**src/hw/rbu_pkg.sv**
```systemverilog
// Package with opcodes, cycle counts and widths of the relative branch unit
package rbu_pkg;
	// ==========================================================
	// Opcodes
	localparam logic [7:0] OP_BRANCH_ALWAYS = 8'h20;
	localparam logic [7:0] OP_BRANCH_NEVER = 8'h21;
	localparam logic [7:0] OP_BRANCH_UNSIGNED_LOWER_SAME = 8'h23;
	localparam logic [7:0] OP_BRANCH_IF_NOT_EQUAL = 8'h26;
	localparam logic [7:0] OP_BRANCH_IF_POSITIVE = 8'h2A;
	localparam logic [7:0] OP_BRANCH_IF_NEGATIVE = 8'h2B;
	localparam logic [7:0] OP_BRANCH_IF_MASK_SET = 8'h2D;
	localparam logic [7:0] OP_BRANCH_SIGNED_LESS = 8'h91;
	localparam logic [7:0] OP_BIT_CLEAR_FIRST = 8'h01;
	localparam logic [7:0] OP_BIT_CLEAR_LAST = 8'h0F;
	// ==========================================================
	// Instruction lengths and cycle counts
	localparam logic [15:0] REL_LEN = 16'h0002;
	localparam logic [15:0] BIT_LEN = 16'h0003;
	localparam logic [2:0] REL_CYCLES = 3'h3;
	localparam logic [2:0] BIT_CYCLES = 3'h5;
	// ==========================================================
	// Flag positions in the condition flags byte
	localparam int FLAG_C = 0;
	localparam int FLAG_Z = 1;
	localparam int FLAG_N = 2;
	localparam int FLAG_I = 3;
	localparam int FLAG_V = 7;
	// ==========================================================
	// Reset values and direct-page high byte
	localparam logic [15:0] PC_RESET = 16'h0000;
	localparam logic [7:0] FLAGS_RESET = 8'h00;
	localparam logic [7:0] DIRECT_PAGE_HIGH = 8'h00;
	typedef enum logic [2:0] {
		RBU_IDLE,
		RBU_FETCH_ADDR,
		RBU_READ_MEM,
		RBU_FETCH_REL,
		RBU_WAIT,
		RBU_DONE
	} rbu_state_t;
endpackage : rbu_pkg

```
**src/hw/rbu_cond_eval.sv**
```systemverilog
// Branch condition evaluator for flag and bit-test branches
`timescale 1ns/100ps
module rbu_cond_eval (
	input wire logic [7:0] opcode,
	input wire logic [7:0] flags,
	input wire logic [7:0] memByte,
	output logic takeBranch,
	output logic isBitTest,
	output logic isKnown
);
	logic testedBit;
	// ==========================================================
	// Bit-test opcodes are odd and sit in 01..0F; bit n is opcode[3:1]
	assign isBitTest = (opcode >= rbu_pkg::OP_BIT_CLEAR_FIRST) &&
		(opcode <= rbu_pkg::OP_BIT_CLEAR_LAST) && opcode[0]; // RULE7
	assign testedBit = memByte[opcode[3:1]]; // RULE7
	// Condition per opcode; unknown opcodes never branch
	always_comb begin
		takeBranch = 1'b0;
		isKnown = 1'b1;
		if (isBitTest) begin
			takeBranch = ~testedBit; // RULE7
		end else begin
			case (opcode)
				rbu_pkg::OP_BRANCH_IF_NEGATIVE: takeBranch = flags[rbu_pkg::FLAG_N]; // RULE1
				rbu_pkg::OP_BRANCH_IF_POSITIVE: takeBranch = ~flags[rbu_pkg::FLAG_N]; // RULE2
				rbu_pkg::OP_BRANCH_IF_MASK_SET: takeBranch = flags[rbu_pkg::FLAG_I]; // RULE3
				rbu_pkg::OP_BRANCH_IF_NOT_EQUAL: takeBranch = ~flags[rbu_pkg::FLAG_Z]; // RULE4
				rbu_pkg::OP_BRANCH_ALWAYS: takeBranch = 1'b1; // RULE5
				rbu_pkg::OP_BRANCH_NEVER: takeBranch = 1'b0; // RULE6
				rbu_pkg::OP_BRANCH_SIGNED_LESS: takeBranch =
					flags[rbu_pkg::FLAG_N] ^ flags[rbu_pkg::FLAG_V]; // RULE10
				rbu_pkg::OP_BRANCH_UNSIGNED_LOWER_SAME: takeBranch =
					flags[rbu_pkg::FLAG_C] | flags[rbu_pkg::FLAG_Z]; // RULE11
				default: isKnown = 1'b0;
			endcase
		end
	end
endmodule : rbu_cond_eval

```
**src/hw/rbu_relative_branch_unit.sv**
```systemverilog
// Relative branch execution unit: sequencing, target calculation, flag update
// ==========================================================
// Functional notes
// (RULE1) Negative-flag branch taken when N is 1; 3 cycles; flags kept.
// (RULE2) Positive branch taken when N is 0; 3 cycles; flags kept.
// (RULE3) Mask-set branch taken when I is 1; 3 cycles; flags kept.
// (RULE4) Not-equal branch taken when Z is 0; 3 cycles; flags kept.
// (RULE5) Branch always: PC becomes opcode address plus two plus signed displacement.
// (RULE6) Branch never: two-byte no-operation, 3 cycles, flags kept.
// (RULE7) Bit-clear branch tests bit n, opcode 2n+1, target plus three, 5 cycles.
// (RULE8) Bit-test operand address is one direct-page byte, 0000 to 00FF.
// (RULE9) Bit-test branch copies tested bit into carry; other flags kept.
// (RULE10) Signed less branch taken when N xor V is 1.
// (RULE11) Unsigned lower-or-same branch taken when C or Z is 1.
// (RULE12) Untaken branch advances PC past whole instruction, two or three bytes.
`timescale 1ns/100ps
module rbu_relative_branch_unit (
	input wire logic mclk,
	input wire logic reset_n,
	input wire logic start,
	input wire logic [7:0] opcode,
	input wire logic [15:0] opcodeAddr,
	input wire logic [7:0] flagsIn,
	input wire logic [7:0] memRdata,
	output logic [15:0] memAddr,
	output logic memRd,
	output logic busy,
	output logic done,
	output logic branchTaken,
	output logic illegalOp,
	output logic [15:0] pcOut,
	output logic [7:0] flagsOut,
	output logic [2:0] cycleCount
);
	rbu_pkg::rbu_state_t state_ff, nxt_state;
	logic [7:0] op_ff;
	logic [15:0] base_ff;
	logic [7:0] flags_ff;
	logic [7:0] memByte_ff;
	logic [15:0] memAddr_ff;
	logic memRd_ff;
	logic [2:0] cyc_ff;
	logic [2:0] target_ff;
	logic [15:0] pc_ff;
	logic taken_ff;
	logic done_ff;
	logic illegal_ff;
	logic [7:0] flagsOut_ff;
	logic [2:0] cycleCount_ff;
	logic take;
	logic isBit;
	logic known;
	logic [15:0] seqPc;
	logic [15:0] relExt;

	// ==========================================================
	// Condition evaluation
	rbu_cond_eval u_cond (
		.opcode(op_ff),
		.flags(flags_ff),
		.memByte(memByte_ff),
		.takeBranch(take),
		.isBitTest(isBit),
		.isKnown(known)
	);

	// Sequential address past the instruction, and signed displacement
	assign seqPc = base_ff + (isBit ? rbu_pkg::BIT_LEN : rbu_pkg::REL_LEN); // RULE12
	assign relExt = {{8{memRdata[7]}}, memRdata}; // RULE5

	// ==========================================================
	// Next-state logic; one memory access per cycle
	always_comb begin
		nxt_state = state_ff;
		case (state_ff)
			rbu_pkg::RBU_IDLE: if (start) nxt_state = rbu_pkg::RBU_FETCH_ADDR;
			rbu_pkg::RBU_FETCH_ADDR: nxt_state = isBit ? rbu_pkg::RBU_READ_MEM
				: rbu_pkg::RBU_FETCH_REL;
			rbu_pkg::RBU_READ_MEM: nxt_state = rbu_pkg::RBU_FETCH_REL;
			rbu_pkg::RBU_FETCH_REL: nxt_state = (cyc_ff + 3'h1 >= target_ff) ?
				rbu_pkg::RBU_DONE : rbu_pkg::RBU_WAIT;
			rbu_pkg::RBU_WAIT: if (cyc_ff + 3'h1 >= target_ff) nxt_state = rbu_pkg::RBU_DONE;
			rbu_pkg::RBU_DONE: nxt_state = rbu_pkg::RBU_IDLE;
			default: nxt_state = rbu_pkg::RBU_IDLE;
		endcase
	end

	// Bit-test opcodes are the odd values 01..0F; needed before op_ff is loaded
	function automatic logic isBitOpcode(input logic [7:0] op);
		return (op >= rbu_pkg::OP_BIT_CLEAR_FIRST) &&
			(op <= rbu_pkg::OP_BIT_CLEAR_LAST) && op[0];
	endfunction : isBitOpcode

	// ==========================================================
	// Bus request for the coming state, registered so that address and strobe
	// leave flip-flops; flag branches skip the address fetch
	always_ff @(posedge mclk) begin
		if (!reset_n) begin
			memAddr_ff <= 16'h0000;
			memRd_ff <= 1'b0;
		end else begin
			case (nxt_state)
				rbu_pkg::RBU_FETCH_ADDR: begin
					// Context still on the inputs, not yet in op_ff and base_ff
					memAddr_ff <= opcodeAddr + 16'h0001;
					memRd_ff <= isBitOpcode(opcode); // RULE7
				end
				rbu_pkg::RBU_READ_MEM: begin
					// Direct address byte stands on the read data in this cycle
					memAddr_ff <= {rbu_pkg::DIRECT_PAGE_HIGH, memRdata}; // RULE8
					memRd_ff <= 1'b1;
				end
				rbu_pkg::RBU_FETCH_REL: begin
					memAddr_ff <= base_ff + (isBit ? 16'h0002 : 16'h0001);
					memRd_ff <= 1'b1;
				end
				default: begin
					memAddr_ff <= 16'h0000;
					memRd_ff <= 1'b0;
				end
			endcase
		end
	end

	// ==========================================================
	// State register
	always_ff @(posedge mclk) begin
		if (!reset_n) state_ff <= rbu_pkg::RBU_IDLE;
		else state_ff <= nxt_state;
	end

	// Capture the instruction context on start
	always_ff @(posedge mclk) begin
		if (!reset_n) begin
			op_ff <= 8'h00;
			base_ff <= rbu_pkg::PC_RESET;
			flags_ff <= rbu_pkg::FLAGS_RESET;
		end else if (state_ff == rbu_pkg::RBU_IDLE && start) begin
			op_ff <= opcode;
			base_ff <= opcodeAddr;
			flags_ff <= flagsIn;
		end
	end

	// Cycle counter; the cycle after the start cycle counts as the first cycle
	always_ff @(posedge mclk) begin
		if (!reset_n) begin
			cyc_ff <= 3'h0;
			target_ff <= rbu_pkg::REL_CYCLES;
		end else if (state_ff == rbu_pkg::RBU_IDLE) begin
			cyc_ff <= 3'h1;
		end else begin
			cyc_ff <= cyc_ff + 3'h1;
			if (state_ff == rbu_pkg::RBU_FETCH_ADDR)
				target_ff <= isBit ? rbu_pkg::BIT_CYCLES : rbu_pkg::REL_CYCLES; // RULE7
		end
	end

	// Memory operand, read from the direct page
	always_ff @(posedge mclk) begin
		if (!reset_n) begin
			memByte_ff <= 8'h00;
		end else if (state_ff == rbu_pkg::RBU_READ_MEM) begin
			memByte_ff <= memRdata; // RULE8
		end
	end

	// ==========================================================
	// Target or fall-through; result held until the next instruction
	always_ff @(posedge mclk) begin
		if (!reset_n) begin
			pc_ff <= rbu_pkg::PC_RESET;
		end else if (state_ff == rbu_pkg::RBU_FETCH_REL) begin
			if (take & known) pc_ff <= seqPc + relExt; // RULE1 RULE2 RULE3 RULE4 RULE5 RULE7
			else pc_ff <= seqPc; // RULE6 RULE12
		end
	end

	// Outcome; an unknown opcode is reported and never branches
	always_ff @(posedge mclk) begin
		if (!reset_n) begin
			taken_ff <= 1'b0;
			illegal_ff <= 1'b0;
		end else if (state_ff == rbu_pkg::RBU_FETCH_REL) begin
			taken_ff <= take & known;
			illegal_ff <= ~known;
		end
	end

	// Flags pass through; only a bit test writes carry
	always_ff @(posedge mclk) begin
		if (!reset_n) begin
			flagsOut_ff <= rbu_pkg::FLAGS_RESET;
		end else if (state_ff == rbu_pkg::RBU_FETCH_REL) begin
			flagsOut_ff <= flags_ff; // RULE1 RULE2 RULE3 RULE4 RULE5 RULE6
			if (isBit) begin
				flagsOut_ff[rbu_pkg::FLAG_C] <= memByte_ff[op_ff[3:1]]; // RULE9
			end
		end
	end

	// Done pulse in the last counted cycle
	always_ff @(posedge mclk) begin
		if (!reset_n) begin
			done_ff <= 1'b0;
		end else begin
			done_ff <= (nxt_state == rbu_pkg::RBU_DONE);
		end
	end

	// Cycle count report, held with the other results
	always_ff @(posedge mclk) begin
		if (!reset_n) begin
			cycleCount_ff <= 3'h0;
		end else if (nxt_state == rbu_pkg::RBU_DONE) begin
			cycleCount_ff <= target_ff; // RULE1 RULE7
		end
	end

	assign memAddr = memAddr_ff;
	assign memRd = memRd_ff;
	assign busy = (state_ff != rbu_pkg::RBU_IDLE);
	assign done = done_ff;
	assign branchTaken = taken_ff;
	assign illegalOp = illegal_ff;
	assign pcOut = pc_ff;
	assign flagsOut = flagsOut_ff;
	assign cycleCount = cycleCount_ff;
endmodule : rbu_relative_branch_unit

```
**config.mk**
```make
export PLATFORM = sky130hd
export DESIGN_NAME = rbu_relative_branch_unit
export DESIGN_NICKNAME = d
export VERILOG_FILES = /design/src/hw/rbu_pkg.sv /design/src/hw/rbu_cond_eval.sv /design/src/hw/rbu_relative_branch_unit.sv
export SDC_FILE = /design/constraint.sdc
export NUM_CORES = 1
export LEC_CHECK = 0
export BUFFER_PORTS_ARGS = -buffer_cell sky130_fd_sc_hd__buf_2
export CORE_ASPECT_RATIO = 1.4
export CORE_UTILIZATION = 25
export DETAILED_ROUTE_END_ITERATION = 8
export SLEW_MARGIN = 20
export SYNTH_ARGS = -nofsm -noshare
export SYNTH_HDL_FRONTEND = slang
export SYNTH_SLANG_ARGS = --single-unit
```
**constraint.sdc**
```tcl
create_clock -name mclk -period 7.9 [get_ports mclk]
set_input_delay 1.185 -clock mclk [delete_from_list [all_inputs] [get_ports mclk]]
set_output_delay 1.185 -clock mclk [all_outputs]
set_load 0.01 [all_outputs]
```
### Word-level counts from Yosys, hierarchy flattened

Index checks and enable logic that the tools add are counted.

| cells by class | value |
|---|---|
| $add $sub $neg | 5 |
| $lt $le $gt $ge | 6 |
| eq/ne operators | 16 |
| multiplexer cells | 19 |
| bitwise operators | 9 |
| reductions and logical operators | 11 |

Operators by type and width:

| cell | count |
|---|---|
| 8-bit by 6-bit == test with 1-bit output (second input constant) | 7 |
| 16-bit case mux with 3 select lines | 1 |
| 16-bit by 2-bit adder with 16-bit output | 2 |
| 16-bit by 1-bit adder with 16-bit output (second input constant) | 1 |
| 16-bit adder | 1 |
| 8-bit by 1-bit greater-or-equal comparator with 1-bit output (second input constant) | 2 |
| 8-bit by 4-bit <= comparator with 1-bit output (second input constant) | 2 |
| 16-bit two-way mux | 1 |
| 3-bit case mux with 5 select lines | 1 |
| 3-bit by 2-bit == test with 1-bit output (second input constant) | 4 |
| 1-bit two-way mux | 9 |
| 3-bit two-way mux | 3 |
| 8-bit == test (second input constant) | 1 |
| 8-bit OR reduction | 1 |
| 1-bit case mux with 7 select lines | 1 |
| 3-bit by 1-bit == test with 1-bit output (second input constant) | 2 |
| 3-bit == test (second input constant) | 2 |
| 1-bit NOT | 6 |
| 1-bit logical AND | 5 |
| 3-bit by 4-bit < comparator with 1-bit output (second input constant) | 1 |
| 2-bit OR reduction | 2 |
| 3-bit by 1-bit adder with 3-bit output (second input constant) | 1 |
| 1-bit binary-select mux with 3-bit select | 1 |
| 3-bit greater-or-equal comparator | 1 |
| 8 further kinds | 8 |

| word-level totals | value |
|---|---|
| flip-flop bits (word level) | 96 |
| bits of input ports | 43 |
| output and inout bits | 48 |
| logic and storage cells | 82 |

### Longest topological paths before layout

| depth | value |
|---|---|
| depth in word-level cells | 8 |
| mapped depth | 19 |
| gate-level depth less buffers | 18 |

### By module

Synthesis repeated with hierarchy kept, for this count alone.

| unflattened totals | value |
|---|---|
| cell total of the unflattened synthesis | 686 |
| area total of the unflattened synthesis | 5550.3 µm² |

By module, submodules not included:

| module | instances | cells an instance | area an instance (µm²) | sequential area each (µm²) |
|---|---|---|---|---|
| rbu_relative_branch_unit | 1 | 653 | 5260.0 | 1901.8 |
| rbu_cond_eval | 1 | 33 | 290.3 | 0.0 |

### Least setup slack after synthesis

OpenSTA, ideal clock, no wires.

| path | value |
|---|---|
| path type | reg-to-reg |
| from | register op_ff[0] |
| to | register pc_ff[15], in the netlist pcOut[15] |
| setup time | 0.087 ns |
| arrival | 3.713 ns |
| required time | 7.813 ns |
| path slack | 4.100 ns |
| stages on the path, launching flop included | 20 |
| buffers on the path | 1 |
| clock period less this slack | 3.800 ns |
| cells stage by stage | dfxtp_1 > or3b_1 > or3_1 > buf_6 > clkinv_8 > ha_1 > inv_1 > ha_1 > nor2_1 > nand3_1 > xnor2_1 > ha_1 > a21oi_1 > o21bai_1 > a21oi_1 > nor2b_1 > a211oi_2 > o211ai_1 > xnor2_1 > o31ai_1 |

| on the way | value |
|---|---|
| word-level cells in the longest chain between the ends | 7 |
| elaborated cells on any way between the ends | 22 |
| those cells by class | 2 x add/sub; 2 x order compare; 8 x eq/ne; 6 x mux; 1 x bitwise; 3 x reduce/logical |

Ends and longest elaborated chain:

| item | line | text |
|---|---|---|
| from (decl) | rbu_relative_branch_unit.sv:36 | `logic [7:0] op_ff;` |
| from (signal assigned) | rbu_relative_branch_unit.sv:139 | `op_ff <= opcode;` |
| 8-bit by 1-bit greater-or-equal comparator with 1-bit output or 8-bit by 4-bit <= comparator with 1-bit output (tied branches) | rbu_cond_eval.sv:14, rbu_cond_eval.sv:15 |  |
| 1-bit logical AND | rbu_cond_eval.sv:14 | `assign isBitTest = (opcode >= rbu_pkg::OP_BIT_CLEAR_FIRST) &&` |
| 1-bit logical AND * | rbu_cond_eval.sv:15 | `(opcode <= rbu_pkg::OP_BIT_CLEAR_LAST) && opcode[0];` |
| named net isBit | rbu_relative_branch_unit.sv:51 | `logic isBit;` |
| 1-bit two-way mux | rbu_relative_branch_unit.sv:68 | `assign seqPc = base_ff + (isBit ? rbu_pkg::BIT_LEN : rbu_pkg::REL_LEN);` |
| 16-bit by 2-bit adder with 16-bit output | rbu_relative_branch_unit.sv:68 |  |
| 16-bit adder | rbu_relative_branch_unit.sv:174 | `if (take & known) pc_ff <= seqPc + relExt;` |
| 16-bit two-way mux * | rbu_relative_branch_unit.sv:174 |  |
| to (signal assigned) | rbu_relative_branch_unit.sv:172 | `pc_ff <= rbu_pkg::PC_RESET;` |
| to (signal assigned) | rbu_relative_branch_unit.sv:174 |  |
| to (signal assigned) | rbu_relative_branch_unit.sv:175 | `else pc_ff <= seqPc;` |
| to (decl) | rbu_relative_branch_unit.sv:44 | `logic [15:0] pc_ff;` |

Mark *: on every way through the listed nets, which the timed path passes. The rest lies on a longest branch.
A chain may end at the register's enable or synchronous reset.

### Worst setup path after layout

Ends and elaborated chain as after synthesis.

==> impl_metrics.json <==
{
  "period_share_pct": 54.6,
  "drive_gt1_share_pct": 17.0,
  "synth_top_cell_area_share_pct": 36.1,
  "relSlewSlack_pct": 33.9,
  "cts-buffers-inserted": 9,
  "cts_sinks": 95,
  "pwr-share-clk_pct": 30.2,
  "io_buffers": 90,
  "path_clk_slew_ns": 0.07,
  "vias_per_cell": 4.87,
  "ant_nets": 0,
  "ys.flop_type": "dfxtp_1",
  "total_power_mw": 1.65,
  "skew_ns": 0.0135,
  "antennaDiodeCount": 0,
  "slowest_delay_ns": 0.50,
  "worst_slack_ns": 3.59,
  "crit_top_cell": "ha_1",
  "netlist_area_sq_um": 5270,
  "cp_slowest_cell": "or3_1",
  "drt_iter0_markers": 337,
  "stdcell_count": 998,
  "clockBufferDepth": 2,
  "routed_wl_um": 15700,
  "seq_area_frac_synth_pct": 36.1,
  "violations": "DRC",
  "fmax_mhz": 232,
  "cts_hold_buf": 0,
  "cts.repair.resized": 0,
  "top_level_ports": 91,
  "syn_area_per_cell_sq_um": 7.91,
  "p_int_mw": 1.07,
  "first_global_vias": 4699,
  "crit_fanout": 8,
  "p_switching_mw": 0.585,
  "switching_share_pct": 35.4,
  "place_ws_ns": 3.57,
  "power.leakage_nw": 2.58,
  "endpoint_kind": "flop",
  "fin_crit_ns": 4.31,
  "overflow": 0,
  "ys_seq_elements": 95,
  "rsz0062_at_grt": "no",
  "drc_errors": 12,
  "maxCapViolCount": 0,
  "synth-edff-count": 0,
  "comb_power_share_pct": 32.7,
  "postCtsSetupRepairBufs": 0,
  "place_congestion": 0.831,
  "synth.area.mux_share_pct": 3.51,
  "placed_area_sq_um": 5930,
  "powerDensity_nw_per_um2": 263,
  "tns_ns": 0,
  "htreeDepth": 3,
  "synthXorXnorAreaFrac_pct": 9.30,
  "dp_cells": 982,
  "dieArea_sq_um": 21700,
  "place_hpwl_um": 11900,
  "worst-path-buf-inv": 2,
  "antenna_found_initial": 0,
  "fin_nets": 805,
  "syn_to_final_growth_pct": 18.9,
  "fp.coreArea_sq_um": 20600,
  "r2r_slack_ns": 3.59,
  "synth_cell_type_count": 56,
  "routedWlPerCell_um": 15.7,
  "vias": 4860,
  "cp.arrival_ns": 4.56,
  "track_usage_pct": 14.8,
  "worstSetupPathType": "flop to flop",
  "hold_viol": 0,
  "design_area_sq_um": 6270,
  "cts-root-buf": "clkbuf_16",
  "worst_pin_slew_ns": 0.989,
  "grt_max_degree": 68,
  "final_util_pct": 30.4,
  "chipHeight_um": 174,
  "start_util_pct": 25.6,
  "synthAdderAreaFrac_pct": 6.22,
  "row_count": 62,
  "synthTopCellsByArea": "dfxtp_1 (36%), nand2_1 (8.0%), a21oi_1 (7.3%)",
  "grt_pass1_wl_um": 25000,
  "syn_nets": 735,
  "synth_compound_area_share_pct": 18.0,
  "synth_top_family_by_area": "simple AND/OR/NAND/NOR gates",
  "synthArstFlopShare_pct": 0,
  "fin_hold_ws_ns": 0.452,
  "outcome": "finished, violations left",
  "setup_viol": 0,
  "synth_cells": 667,
  "die_w_um": 125,
  "clk_latency_ns": 0.35,
  "ys_warn_count": 0,
  "netlist.top_cell.by_area": "dfxtp_1",
  "required_ns": 8.15,
  "hp-class": "flop to flop",
  "cts_tree": "yes",
  "crit_chain": "or3b_1, or3_1, clkinv_8, ha_1, inv_1, ha_1, nor2_1, nand3_1, xnor2_1, ha_1, a21oi_1, o21bai_1, a21oi_1, nor2b_1, a211oi_2, o211ai_1, xnor2_1, o31ai_1",
  "ir_worst_vdd_mv": 0.125,
  "slew_viol_final": 0,
  "dr.pass1.iters": 9,
  "synthSimpleGateAreaFrac_pct": 21.6,
  "crit_family": "simple AND/OR/NAND/NOR gates",
  "power_frac_seq_pct": 37.1,
  "startpoint_type": "flop"
}
## metal layers
layer / wire, um / GRT usage [%]
met5: 0 / 0
met4: 455 / 6.58
met3: 598 / 2.78
met1: 6230 / 16.0
met2: 8400 / 27.8
## worst register-to-register path, stage by stage (launching register included)
cell      delay [ns]
dfxtp_1         0.46
or3b_1          0.39
or3_1           0.50
clkinv_8        0.12
ha_1            0.20
inv_1           0.06
ha_1            0.23
nor2_1          0.27
nand3_1         0.14
xnor2_1         0.21
ha_1            0.33
a21oi_1         0.22
o21bai_1        0.11
a21oi_1         0.25
nor2b_1         0.09
a211oi_2        0.20
o211ai_1        0.13
xnor2_1         0.14
o31ai_1         0.18
## synthesized netlist by cell type, types with 3 or more instances
cell type  instances
nand2_1          113
dfxtp_1           95
a21oi_1           77
nor2_1            71
xnor2_1           43
clkbuf_1          30
inv_1             24
ha_1              23
o21ai_0           21
nand3_1           20
nor3_1            15
mux2i_1           14
xor2_1            13
a22oi_1            9
a222oi_1           6
and3_1             6
a211oi_1           5
a21o_1             5
nand2b_1           5
nand4_1            5
o211ai_1           5
nor3b_1            4
o21bai_1           4
o221ai_1           4
a221oi_1           3
buf_1              3
## cell families after synthesis
kind of cell	Yosys count
fa+ha+maj	25
simple gates	258
compound gates	154
xor+xnor	56
flops	95
buf+inv	63
mux	16
## layout by cell type, fill, tap and decap left out, drive strengths merged, types with 7 or more instances in the layout
cell and instances:
o21ai 22, nor3 16, ha 23, xnor2 43, clkbuf 10, xor2 13, mux2i 14, dfxtp 95
inv 24, a211oi 7, nand3 20, nand2 114, a21oi 77, buf 97, nor2 72, a22oi 9
## worst paths after layout
kind	from	to	depth (start not counted)
worst max-delay path	op_ff[0]	pcOut[15]	18
worst max register to register	op_ff[0]	pcOut[15]	18
worst min register to register	flagsOut[2]	flagsOut[2]	2
worst min-delay path	flagsOut[2]	flagsOut[2]	2
## power groups by stage
stage,logic (mW),clock network (mW),registers [mW]
global placement,0.542,0,0.622
global route,0.603,0.529,0.623
finish,0.541,0.498,0.613
floorplan,0.389,0,0.607
CTS,0.547,0.512,0.613
detailed placement,0.545,0,0.624
## registers in the layout (all words and copies together), names as in the netlist, 3 cells and up
signal      cells
memByte_ff      8
memAddr        16
flagsOut        8
flags_ff        8
base_ff        16
state_ff        3
cyc_ff          3
cycleCount      3
op_ff           8
pcOut          16
## layout make-up
cell class,instances,area (sq um)
sequential,95,1900
clock inverter,6,109
multi-input combinational,509,3100
clock buffer,10,229
tap,256,320
timing repair buffer,97,503
fill,2241,14400
inverter,25,106
Power figures use the tool's default switching activity.
